==> src/i2c_defines.vh <==
// Behaviour
// - Software reset mid-frame with clock low locks out all later transfers.
// - Writing the disable command freezes a running transfer at once.
// - Disabling leaves transfer-complete and transmit-ready flags untouched.
// - Status read between missing ack and completion suppresses the not-ack flag.
// - Transfer-complete and not-ack rise in the same cycle.
// - Reading the status register clears the not-ack flag.
// - Receive holding register loads at every data byte, whatever the direction.
// - A held received byte is overwritten by the next transmit byte.
// - That overwrite raises neither receive-ready nor overrun.
`ifndef I2C_DEFINES_VH
`define I2C_DEFINES_VH

// ----------------------------------------
// Register offsets
// ----------------------------------------
`define OFS_CONTROL 8'h00
`define OFS_MODE 8'h04
`define OFS_CLKWAVE 8'h10
`define OFS_STATUS 8'h20
`define OFS_INTSTAT 8'h24
`define OFS_INTMASK 8'h28
`define OFS_RXHOLD 8'h30
`define OFS_TXHOLD 8'h34

// ----------------------------------------
// Control command bits
// ----------------------------------------
`define CTL_START 0
`define CTL_STOP 1
`define CTL_ENABLE 2
`define CTL_DISABLE 3
`define CTL_SWRESET 7

// ----------------------------------------
// Mode and clock wave fields
// ----------------------------------------
`define MODE_ADDR_LSB 0
`define MODE_READ 8
`define WAVE_LOW_LSB 0
`define WAVE_HIGH_LSB 8
`define WAVE_EXP_LSB 16

// ----------------------------------------
// Status bits, also the interrupt layout
// ----------------------------------------
`define ST_TRANSFER_COMPLETE_FLAG 0
`define ST_RECEIVE_READY_FLAG 1
`define ST_TRANSMIT_READY_FLAG 2
`define ST_ENABLED 4
`define ST_OVRE 6
`define ST_NACK 8
`define ST_LOCKOUT 9

// ----------------------------------------
// Reset values and limits
// ----------------------------------------
`define RST_TRANSFER_COMPLETE_FLAG 1'b1
`define RST_TRANSMIT_READY_FLAG 1'b1
`define RST_DIV 8'h04
`define RST_EXP 3'h0
`define SCALED_MAX 13'h1fff

`endif

==> src/i2c_master_controller.v <==
// Implementation choices: the address-and-strobe port and the address map.
`timescale 1ns/1ps
`default_nettype none
`include "i2c_defines.vh"
module i2c_master_controller (
  input wire clk,
  input wire reset_n,
  input wire [7:0] regAddr,
  input wire [31:0] regWdata,
  input wire regWrite,
  input wire regRead,
  output wire [31:0] regRdata,
  output wire irq,
  input wire sclIn,
  output wire sclOut,
  output wire sclOeN,
  input wire sdaIn,
  output wire sdaOut,
  output wire sdaOeN
);
  // ----------------------------------------
  // States
  // ----------------------------------------
  localparam S_IDLE = 3'd0;
  localparam S_START = 3'd1;
  localparam S_LOW = 3'd2;
  localparam S_HIGH = 3'd3;
  localparam S_STOP1 = 3'd4;
  localparam S_STOP2 = 3'd5;
  localparam S_STOP3 = 3'd6;

  reg [2:0] state_r;
  reg [3:0] bitCnt_r;
  reg [7:0] shift_r;
  reg addrPhase_r;
  reg readDir_r;
  reg lastAck_r;
  reg nackPend_r;
  reg stopReq_r;
  reg lockout_r;
  reg enable_r;
  reg sclLow_r;
  reg sdaLow_r;
  reg transfer_complete_flag_r;
  reg receive_ready_flag_r;
  reg transmit_ready_flag_r;
  reg ovre_r;
  reg nack_r;
  reg [7:0] rhr_r;
  reg [7:0] thr_r;
  reg [6:0] devAddr_r;
  reg readMode_r;
  reg [7:0] lowDiv_r;
  reg [7:0] highDiv_r;
  reg [2:0] prescale_r;
  reg [3:0] intStat_r;
  reg [3:0] intMask_r;
  reg [3:0] flagPrev_r;
  reg [31:0] rdata_r;
  reg [31:0] rdata_nxt;

  wire sclSync;
  wire sdaSync;
  wire tmrDone;
  wire wrCtl;
  wire rdStat;
  wire startGo;
  wire swReset;
  wire highPhase;
  wire advance;
  wire transmitting;
  wire [3:0] flagNow;
  wire [3:0] flagRise;
  wire [31:0] statusWord;

  // ----------------------------------------
  // Pin sampling and phase timing
  // ----------------------------------------
  bit_sync #(.WIDTH(2)) u_sync (
    .clk(clk),
    .reset_n(reset_n),
    .din({sclIn, sdaIn}),
    .dout({sclSync, sdaSync})
  );

  assign highPhase = (state_r == S_START) || (state_r == S_HIGH) || (state_r == S_STOP3);
  // Held or frozen phases do not advance
  assign advance = enable_r && tmrDone && (state_r != S_IDLE);

  phase_timer u_timer (
    .clk(clk),
    .reset_n(reset_n),
    .lowDiv(lowDiv_r),
    .highDiv(highDiv_r),
    .prescaleExp(prescale_r),
    .selHigh(highPhase),
    .restart(advance || startGo),
    // High phase counts only once a stretching slave lets the clock rise
    .run(enable_r && (!highPhase || sclSync)),
    .done(tmrDone)
  );

  // ----------------------------------------
  // Bus decode
  // ----------------------------------------
  assign wrCtl = regWrite && (regAddr == `OFS_CONTROL);
  assign rdStat = regRead && (regAddr == `OFS_STATUS);
  assign swReset = wrCtl && regWdata[`CTL_SWRESET];
  assign startGo = wrCtl && regWdata[`CTL_START] && !regWdata[`CTL_DISABLE] && !swReset
                   && (enable_r || regWdata[`CTL_ENABLE]) && !lockout_r
                   && (state_r == S_IDLE);
  assign transmitting = addrPhase_r || !readDir_r;

  // ----------------------------------------
  // Transfer engine and status flags
  // ----------------------------------------
  always @(posedge clk or negedge reset_n) begin
    if (!reset_n) begin
      state_r <= S_IDLE;
      bitCnt_r <= 4'h0;
      shift_r <= 8'h00;
      addrPhase_r <= 1'b0;
      readDir_r <= 1'b0;
      lastAck_r <= 1'b0;
      nackPend_r <= 1'b0;
      stopReq_r <= 1'b0;
      lockout_r <= 1'b0;
      enable_r <= 1'b0;
      sclLow_r <= 1'b0;
      sdaLow_r <= 1'b0;
      transfer_complete_flag_r <= `RST_TRANSFER_COMPLETE_FLAG;
      receive_ready_flag_r <= 1'b0;
      transmit_ready_flag_r <= `RST_TRANSMIT_READY_FLAG;
      ovre_r <= 1'b0;
      nack_r <= 1'b0;
      rhr_r <= 8'h00;
      thr_r <= 8'h00;
    end else if (swReset) begin
      // Reset leaves the engine idle but cannot undo a dead engine
      if ((state_r != S_IDLE) && sclLow_r) begin
        lockout_r <= 1'b1;
      end
      state_r <= S_IDLE;
      bitCnt_r <= 4'h0;
      addrPhase_r <= 1'b0;
      nackPend_r <= 1'b0;
      stopReq_r <= 1'b0;
      enable_r <= 1'b0;
      sclLow_r <= 1'b0;
      sdaLow_r <= 1'b0;
      transfer_complete_flag_r <= `RST_TRANSFER_COMPLETE_FLAG;
      receive_ready_flag_r <= 1'b0;
      transmit_ready_flag_r <= `RST_TRANSMIT_READY_FLAG;
      ovre_r <= 1'b0;
      nack_r <= 1'b0;
    end else begin
      // Software clears first; hardware sets below win
      if (wrCtl) begin
        if (regWdata[`CTL_DISABLE]) begin
          enable_r <= 1'b0;
        end else if (regWdata[`CTL_ENABLE]) begin
          enable_r <= 1'b1;
        end
        if (regWdata[`CTL_STOP] && (state_r != S_IDLE)) begin
          stopReq_r <= 1'b1;
        end
      end
      if (rdStat) begin
        nack_r <= 1'b0;
        nackPend_r <= 1'b0;
      end
      if (regRead && (regAddr == `OFS_RXHOLD)) begin
        receive_ready_flag_r <= 1'b0;
      end
      if (regWrite && (regAddr == `OFS_TXHOLD)) begin
        thr_r <= regWdata[7:0];
        transmit_ready_flag_r <= 1'b0;
      end
      if (startGo) begin
        state_r <= S_START;
        sdaLow_r <= 1'b1;
        transfer_complete_flag_r <= 1'b0;
        shift_r <= {devAddr_r, readMode_r};
        addrPhase_r <= 1'b1;
        readDir_r <= readMode_r;
        bitCnt_r <= 4'h0;
        stopReq_r <= 1'b0;
        nackPend_r <= 1'b0;
      end
      // Data moves one cycle into the low phase, clear of both clock edges
      if (enable_r && (state_r == S_LOW) && !tmrDone) begin
        if (bitCnt_r[3]) begin
          // Ack slot: a reader acks unless a stop is pending
          sdaLow_r <= !transmitting && !stopReq_r;
          lastAck_r <= stopReq_r;
        end else begin
          sdaLow_r <= transmitting && !shift_r[7];
        end
      end
      if (advance) begin
        case (state_r)
          S_START: begin
            state_r <= S_LOW;
            sclLow_r <= 1'b1;
          end
          S_LOW: begin
            state_r <= S_HIGH;
            sclLow_r <= 1'b0;
          end
          S_HIGH: begin
            sclLow_r <= 1'b1;
            if (!bitCnt_r[3]) begin
              shift_r <= {shift_r[6:0], sdaSync};
              bitCnt_r <= bitCnt_r + 4'h1;
              state_r <= S_LOW;
              if ((bitCnt_r == 4'h7) && !addrPhase_r) begin
                // Loaded for both directions; only reads raise flags
                rhr_r <= {shift_r[6:0], sdaSync};
                if (readDir_r) begin
                  receive_ready_flag_r <= 1'b1;
                  ovre_r <= ovre_r || receive_ready_flag_r;
                end
              end
            end else begin
              bitCnt_r <= 4'h0;
              addrPhase_r <= 1'b0;
              sdaLow_r <= 1'b0;
              if (transmitting && sdaSync) begin
                nackPend_r <= 1'b1;
                state_r <= S_STOP1;
              end else if (readDir_r) begin
                state_r <= (!addrPhase_r && lastAck_r) ? S_STOP1 : S_LOW;
              end else if (!transmit_ready_flag_r && !stopReq_r) begin
                shift_r <= thr_r;
                transmit_ready_flag_r <= 1'b1;
                state_r <= S_LOW;
              end else begin
                state_r <= S_STOP1;
              end
            end
          end
          S_STOP1: begin
            sdaLow_r <= 1'b1;
            state_r <= S_STOP2;
          end
          S_STOP2: begin
            sclLow_r <= 1'b0;
            state_r <= S_STOP3;
          end
          S_STOP3: begin
            sdaLow_r <= 1'b0;
            state_r <= S_IDLE;
            transfer_complete_flag_r <= 1'b1;
            nack_r <= nackPend_r || (nack_r && !rdStat);
            nackPend_r <= 1'b0;
          end
          default: begin
            state_r <= S_IDLE;
          end
        endcase
      end
    end
  end

  // ----------------------------------------
  // Configuration registers
  // ----------------------------------------
  always @(posedge clk or negedge reset_n) begin
    if (!reset_n) begin
      devAddr_r <= 7'h00;
      readMode_r <= 1'b0;
      lowDiv_r <= `RST_DIV;
      highDiv_r <= `RST_DIV;
      prescale_r <= `RST_EXP;
    end else if (regWrite) begin
      if (regAddr == `OFS_MODE) begin
        devAddr_r <= regWdata[`MODE_ADDR_LSB +: 7];
        readMode_r <= regWdata[`MODE_READ];
      end
      if (regAddr == `OFS_CLKWAVE) begin
        lowDiv_r <= regWdata[`WAVE_LOW_LSB +: 8];
        highDiv_r <= regWdata[`WAVE_HIGH_LSB +: 8];
        prescale_r <= regWdata[`WAVE_EXP_LSB +: 3];
      end
    end
  end

  // ----------------------------------------
  // Interrupts
  // ----------------------------------------
  // Index order: transfer_complete_flag, receive_ready_flag, transmit_ready_flag, nack
  assign flagNow = {nack_r, transmit_ready_flag_r, receive_ready_flag_r, transfer_complete_flag_r};
  assign flagRise = flagNow & ~flagPrev_r;

  always @(posedge clk or negedge reset_n) begin
    if (!reset_n) begin
      flagPrev_r <= 4'hf;
      intStat_r <= 4'h0;
      intMask_r <= 4'h0;
    end else begin
      flagPrev_r <= flagNow;
      if (regWrite && (regAddr == `OFS_INTMASK)) begin
        intMask_r <= {regWdata[`ST_NACK], regWdata[`ST_TRANSMIT_READY_FLAG],
                      regWdata[`ST_RECEIVE_READY_FLAG], regWdata[`ST_TRANSFER_COMPLETE_FLAG]};
      end
      if (regWrite && (regAddr == `OFS_INTSTAT)) begin
        intStat_r <= (intStat_r & ~{regWdata[`ST_NACK], regWdata[`ST_TRANSMIT_READY_FLAG],
                      regWdata[`ST_RECEIVE_READY_FLAG], regWdata[`ST_TRANSFER_COMPLETE_FLAG]}) | flagRise;
      end else begin
        intStat_r <= intStat_r | flagRise;
      end
    end
  end

  assign irq = |(intStat_r & intMask_r);

  // ----------------------------------------
  // Read path
  // ----------------------------------------
  function [31:0] spread;
    input [3:0] f;
    begin
      spread = 32'h00000000;
      spread[`ST_TRANSFER_COMPLETE_FLAG] = f[0];
      spread[`ST_RECEIVE_READY_FLAG] = f[1];
      spread[`ST_TRANSMIT_READY_FLAG] = f[2];
      spread[`ST_NACK] = f[3];
    end
  endfunction

  assign statusWord = spread(flagNow)
                      | ({31'h00000000, ovre_r} << `ST_OVRE)
                      | ({31'h00000000, enable_r} << `ST_ENABLED)
                      | ({31'h00000000, lockout_r} << `ST_LOCKOUT);

  always @* begin
    rdata_nxt = 32'h00000000;
    case (regAddr)
      `OFS_MODE: rdata_nxt = {23'h000000, readMode_r, 1'b0, devAddr_r};
      `OFS_CLKWAVE: rdata_nxt = {13'h0000, prescale_r, highDiv_r, lowDiv_r};
      `OFS_STATUS: rdata_nxt = statusWord;
      `OFS_INTSTAT: rdata_nxt = spread(intStat_r);
      `OFS_INTMASK: rdata_nxt = spread(intMask_r);
      `OFS_RXHOLD: rdata_nxt = {24'h000000, rhr_r};
      default: rdata_nxt = 32'h00000000;
    endcase
  end

  always @(posedge clk or negedge reset_n) begin
    if (!reset_n) begin
      rdata_r <= 32'h00000000;
    end else if (regRead) begin
      rdata_r <= rdata_nxt;
    end else begin
      rdata_r <= 32'h00000000;
    end
  end

  assign regRdata = rdata_r;

  // Open drain: only ever pull low
  assign sclOut = 1'b0;
  assign sdaOut = 1'b0;
  assign sclOeN = ~sclLow_r;
  assign sdaOeN = ~sdaLow_r;
endmodule
`default_nettype wire

==> src/bit_sync.v <==
`timescale 1ns/1ps
`default_nettype none
module bit_sync #(
  parameter WIDTH = 1
) (
  input wire clk,
  input wire reset_n,
  input wire [WIDTH-1:0] din,
  output wire [WIDTH-1:0] dout
);
  reg [WIDTH-1:0] stage1_r;
  reg [WIDTH-1:0] stage2_r;

  // Lines idle high, so reset to ones
  always @(posedge clk or negedge reset_n) begin
    if (!reset_n) begin
      stage1_r <= {WIDTH{1'b1}};
      stage2_r <= {WIDTH{1'b1}};
    end else begin
      stage1_r <= din;
      stage2_r <= stage1_r;
    end
  end

  assign dout = stage2_r;
endmodule
`default_nettype wire

==> src/phase_timer.v <==
`timescale 1ns/1ps
`default_nettype none
`include "i2c_defines.vh"
module phase_timer #(
  parameter DIV_W = 8,
  parameter EXP_W = 3,
  parameter CNT_W = 13
) (
  input wire clk,
  input wire reset_n,
  input wire [DIV_W-1:0] lowDiv,
  input wire [DIV_W-1:0] highDiv,
  input wire [EXP_W-1:0] prescaleExp,
  input wire selHigh,
  input wire restart,
  input wire run,
  output wire done
);
  reg [CNT_W-1:0] cnt_r;
  wire [CNT_W-1:0] target;

  // Products above the limit wrap; keeping below it is software's job
  function [CNT_W-1:0] scaled;
    input [DIV_W-1:0] div;
    input [EXP_W-1:0] ex;
    reg [CNT_W-1:0] wide;
    begin
      wide = {{(CNT_W-DIV_W){1'b0}}, div} << ex;
      scaled = (wide == {CNT_W{1'b0}}) ? {{(CNT_W-1){1'b0}}, 1'b1} : wide;
    end
  endfunction

  assign target = selHigh ? scaled(highDiv, prescaleExp) : scaled(lowDiv, prescaleExp);
  assign done = (cnt_r >= target);

  always @(posedge clk or negedge reset_n) begin
    if (!reset_n) begin
      cnt_r <= {CNT_W{1'b0}};
    end else if (restart) begin
      cnt_r <= {CNT_W{1'b0}};
    end else if (run && !done) begin
      cnt_r <= cnt_r + {{(CNT_W-1){1'b0}}, 1'b1};
    end
  end
endmodule
`default_nettype wire

==> config.mk <==
export PLATFORM = sky130hd
export DESIGN_NAME = i2c_master_controller
export DESIGN_NICKNAME = d
export VERILOG_FILES = /design/src/i2c_master_controller.v /design/src/bit_sync.v /design/src/phase_timer.v
export VERILOG_INCLUDE_DIRS = /design/src
export SDC_FILE = /design/constraint.sdc
export NUM_CORES = 1
export LEC_CHECK = 0
export ABC_AREA = 1
export BUFFER_PORTS_ARGS = -buffer_cell sky130_fd_sc_hd__buf_4
export CAP_MARGIN = 5
export CORE_ASPECT_RATIO = 1.5
export CORE_UTILIZATION = 50
export DETAILED_ROUTE_END_ITERATION = 10
export GPL_ROUTABILITY_DRIVEN = 1
export PLACE_DENSITY_LB_ADDON = 0.1
export SYNTH_ARGS = -nofsm -noshare
export SYNTH_HDL_FRONTEND = slang
export SYNTH_SLANG_ARGS = --single-unit
==> constraint.sdc <==
create_clock -name clk -period 8.4 [get_ports clk]
set_clock_uncertainty 0.1 [all_clocks]
set_input_delay 1.26 -clock clk [delete_from_list [all_inputs] [get_ports clk]]
set_output_delay 1.26 -clock clk [all_outputs]
set_load 0.1 [all_outputs]
Yosys cells after proc, flatten, opt, wreduce, memory -nomap -nowiden:

Index checks and enable logic that the tools add are counted.

* memories: 0
* input bits: 46
* logic and storage cells: 231
* RAM bits: 0
* ROM bits: 0
* latch bits: 0
* flip-flop bits (word level): 133
* output and inout bits: 37

* div/mod/pow operators: 0
* bitwise logic cells: 14
* multipliers: 0
* add/sub/neg operators: 2
* reductions and logical operators: 78
* $lt $le $gt $ge: 1
* equal/unequal tests: 15
* multiplexer cells: 88
* shifts and indexed selects: 2

Operators by type and width (count)
* $pmux 19 s6: 1
* $mux 13: 5
* $mux 1: 56
* $mux 8: 7
* $eq 8x6->1 const B: 5
* $logic_and 1x1->1: 28
* $logic_not 13->1: 2
* $shl 8x3->13: 2
* $mux 3: 8
* $mux 4: 6
* $mux 19: 1
* $reduce_bool 3->1: 6
* $reduce_and 2->1: 8
* $pmux 3 s5: 1
* $add 13x1->13 const B: 1
* $ge 13x13->1: 1
* $and 4x4->4: 3
* $logic_not 1->1: 12
* $reduce_bool 2->1: 6
* $or 9x10->10: 1
* $reduce_and 5->1: 2
* $eq 3x3->1 const B: 3
* $or 9x5->9: 1
* $or 9x7->9: 1
* other kinds (18): 33

Longest topological paths before layout:

* depth after elaboration: 15
* mapped depth: 27
* depth with buffers taken out: 25

Modules after synthesis:

From an unflattened synthesis, not the netlist that was laid out.

* cells, all modules: 964
* area, all modules: 7304.5 µm²

Modules (own cells, without submodules)
* i2c_master_controller: seq. area each 2587.5 µm², area each 5148.7 µm², times used 1, cells an instance 618
* phase_timer: seq. area each 325.3 µm², area each 2050.7 µm², times used 1, cells an instance 342
* bit_sync: seq. area each 105.1 µm², area each 105.1 µm², times used 1, cells an instance 4

Worst setup path before layout:

No wires, ideal clock.

* path kind: flip-flop to output port
* from: register intMask_r[1]
* to: output port irq
* slack: 4.561 ns
* arrival time: 2.479 ns
* cell stages (with the launch flop): 3
* path buffers: 0
* required time: 7.040 ns
* path through: dfrtp_1 inv_1 o21ai_0

* longest elaborated chain between the ends: 2

RTL lines
* start, declared: line i2c_master_controller.v:57 `reg [3:0] intMask_r;`
* start signal, assigned: line i2c_master_controller.v:303 `` intMask_r <= {regWdata[`ST_NACK], regWdata[`ST_TRANSMIT_READY_FLAG], ``
* $and 4x4->4: line i2c_master_controller.v:315 `assign irq = |(intStat_r & intMask_r);`
* $reduce_or 4->1: line i2c_master_controller.v:315
* end, declared: line i2c_master_controller.v:13 `output wire irq,`

Every way passes these cells.

Worst setup path after layout:

* from: register prescale_r[2]
* to: register u_timer.cnt_r[1]

* longest elaborated chain between the ends: 9
* elaborated cells between the ends (all ways): 15
* classes of those cells: order compare (1); shift (2); mux (4); reduce/logical (8)

RTL lines
* start, declared: line i2c_master_controller.v:55 `reg [2:0] prescale_r;`
* start signal, assigned: line i2c_master_controller.v:274 `` prescale_r <= `RST_EXP; ``
* start signal, assigned: line i2c_master_controller.v:283 `` prescale_r <= regWdata[`WAVE_EXP_LSB +: 3]; ``
* $shl 8x3->13: line phase_timer.v:28 `wide = {{(CNT_W-DIV_W){1'b0}}, div} << ex;`
* $logic_not 13->1: line phase_timer.v:29 `scaled = (wide == {CNT_W{1'b0}}) ? {{(CNT_W-1){1'b0}}, 1'b1} : wide;`
* $mux 13: line phase_timer.v:29
* $mux 13 (*): line phase_timer.v:33 `assign target = selHigh ? scaled(highDiv, prescaleExp) : scaled(lowDiv, prescaleExp);`
* $ge 13x13->1 (*): line phase_timer.v:34 `assign done = (cnt_r >= target);`
* $logic_and 1x1->1 (2 in series): line i2c_master_controller.v:88 `assign advance = enable_r && tmrDone && (state_r != S_IDLE);`
* $logic_or 1x1->1: line i2c_master_controller.v:97 `.restart(advance || startGo),`
* $mux 13 / $reduce_bool 2->1 (equally long branches)
* end signal, assigned: line phase_timer.v:38 `cnt_r <= {CNT_W{1'b0}};`
* end signal, assigned: line phase_timer.v:40 `cnt_r <= {CNT_W{1'b0}};`
* end signal, assigned: line phase_timer.v:42 `cnt_r <= cnt_r + {{(CNT_W-1){1'b0}}, 1'b1};`
* end, declared: line phase_timer.v:19 `reg [CNT_W-1:0] cnt_r;`

Every way passes the cells marked *; elsewhere a longest branch is shown, timed or not.
A chain may end at the register's enable or synchronous reset.

==> out/results.ini <==
[floorplanning]
die_area_sq_um = 15000
coreArea_sq_um = 14100
dieHeight_um = 149
fp.dieW_um = 100
start_util_pct = 51.4
io_pins = 83
std_cell_rows = 53

[sta]
slew_viol_final = 0
fmax_ghz = 0.237
finalSetupViolations = 0
maxSlewHeadroom_pct = 33.8
period_share_pct = 50.2
worstMarginPinSlew_ps = 993
post-route-min-period_ps = 4210
setup-tns-final_ps = 0
hold_viol_final = 0
rsz0062_at_grt = no

[critical_path]
reg2reg_from = prescale_r[2]
critPathArrivalTime_ps = 4420
cp-startpoint = prescale_r[2]
crit_fanout = 23
cp-start-kind = flip-flop
crit_type = flip-flop to flip-flop
cp.required_ps = 8600
end_kind = flip-flop

[run]
drv_cap = 0

[drt]
wire_per_inst_um = 15.9
vias_per_cell = 5.34
dr_total_vias = 6422
drc = 0
ant_nets = 0
dr.first_iter.drc_count = 441
firstDrtPassIters = 5
wirelength_mm = 19.1

[pwr]
power_per_cell_area_nw_per_um2 = 208
leakage_nw = 4.03
total_power_mw = 1.71
peakVddDrop_uv = 132

[cells_and_area]
fillers = 1368
final_nets = 1060
layout_commonest_cell = nand2_1
fin_util_pct = 58.3
final_cell_mix = 263 x nand2_1, 108 x dfrtp_1, 91 x inv_1
antennaDiodeCount = 0
syn_to_final_growth_pct = 13.4
final_cell_area_sq_um = 8200
drive_gt1_share_pct = 14.9

[global_route]
grt_pass1_wl_mm = 30.4
track_usage_pct = 26.9
grt_max_degree = 78
antenna_found_initial = 0
overflow = 0
grt_pass1_vias = 6142

[clocking]
cts-resized-gates = 0
cts_root_buf = clkbuf_16
cts_made_buffers = 17
clk_pin_slew_worst_paths_ps = 60
tritoncts = yes
htree_levels = 4
clockBufferDepth = 2
clkSinkCount = 120
post-cts-setup-buffers = 0
clk_latency_ps = 420
holdBufCountCts = 0

[logic_synthesis]
netlist-cell-type-count = 46
synthesis.area_sq_um = 7230
yosys_register_bits = 120
syn_avg_cell_area_sq_um = 7.54
synth_warnings = 0
yosysSeqAreaShare_pct = 41.7
syn_inst = 959

[worst_hold_path]
min_path_type = flip-flop to flip-flop
hold_path_startpoint = u_sync.stage1_r[1]

[run_status]
run_status = finished clean

[placement]
io_buffers = 54
hpwl_mm = 13.9
placed_area_sq_um = 7650
gp_congestion = 0.909

[logic make-up after synthesis]
group / after synthesis / synth area share (%)
simple gates: 473 / 30.0
buf+inv: 155 / 9.48
mux: 7 / 1.09
flops: 120 / 41.7
other cells: 1 / 0.0519
xor+xnor: 7 / 0.848
fa+ha+maj: 16 / 2.77
compound gates: 180 / 14.0
[synthesized netlist by cell type, drive strengths merged]
master	instances	area (sq um)
dfstp	12	315
o22ai	14	87.6
mux2	7	78.8
nand3b	6	45.0
xnor2	1	8.76
a21oi	35	183
buf	32	223
nor2	66	310
a41oi	2	17.5
o21bai	1	7.51
xor2	6	52.6
o21ai	106	561
a211oi	1	7.51
nor3	15	108
nand2	275	1070
inv	104	390
nor4	2	12.5
clkinv	2	8.75
nand4	22	150
a31oi	6	37.5
o211ai	11	82.6
conb	1	3.75
nand3	87	470
o21a	2	15.0
ha	16	200
dfrtp	108	2700
clkbuf	17	63.8
o31ai	2	15.0
[metrics by stage]
step                cells  worst slack [ps]  hold slack, ps
floorplan             973              4560             245
global placement     1171              4260             246
detailed placement   1171              4250             247
CTS                  1203              4230             255
global route         1203              3810             257
finish               1203              4190             254
[report_power, final]
part	total, mW	internal [mW]	switching [mW]
combinational	0.366	0.104	0.262
sequential	0.657	0.613	0.0438
clock	0.683	0.413	0.269
[state kept, by name, indices dropped and copies added (netlist names), 2 cells and up]
| signal | cells |
|---|---|
| bitCnt_r | 4 |
| highDiv_r | 8 |
| u_timer.cnt_r | 13 |
| flagPrev_r | 4 |
| prescale_r | 3 |
| u_sync.dout | 2 |
| intMask_r | 4 |
| thr_r | 8 |
| devAddr_r | 7 |
| state_r | 3 |
| lowDiv_r | 8 |
| rhr_r | 8 |
| shift_r | 8 |
| u_sync.stage1_r | 2 |
| intStat_r | 4 |
| regRdata | 19 |
[routing by layer]
metal  vias up  GRT usage (%)  share of wire, %
li1       3232              -                 -
met1      2959           30.1                39
met2       180           48.9                53
met3        51           4.69               4.5
met4         0           13.1               3.4
met5         -              0                 0
[layout make-up]
cell class	instances	area [sq um]	area share, %
Clock buffer	21	450	5.49
Sequential cell	120	3020	36.8
Inverter	106	399	4.87
Tap cell	192	240	2.93
Clock inverter	11	101	1.24
Timing Repair Buffer	55	413	5.04
Multi-Input combinational cell	698	3580	43.6
[path summary, 6_finish.rpt]
path	endpoint	cells past startpoint	slack [ps]
worst max-delay path	u_timer.cnt_r[1]	14	4190
worst max register to register	u_timer.cnt_r[1]	14	4190
worst min-delay path	u_sync.dout[1]	0	250
max in group asynchronous	sclLow_r	2	6060
worst min register to register	u_sync.dout[1]	0	250
min in group asynchronous	regRdata[11]	1	720
[worst max-delay path: stages, from the launching register on]
cell,delay [ps]
dfrtp_1,630
inv_1,620
o211ai_1,250
o21a_1,170
o21ai_0,160
inv_1,60
ha_1,320
a21oi_1,160
nand2_1,80
a21oi_2,220
nand3_4,260
nor3_4,610
inv_2,220
nor2_1,140
nor2_1,60
Note: power is estimated with default switching activity, not from simulation.
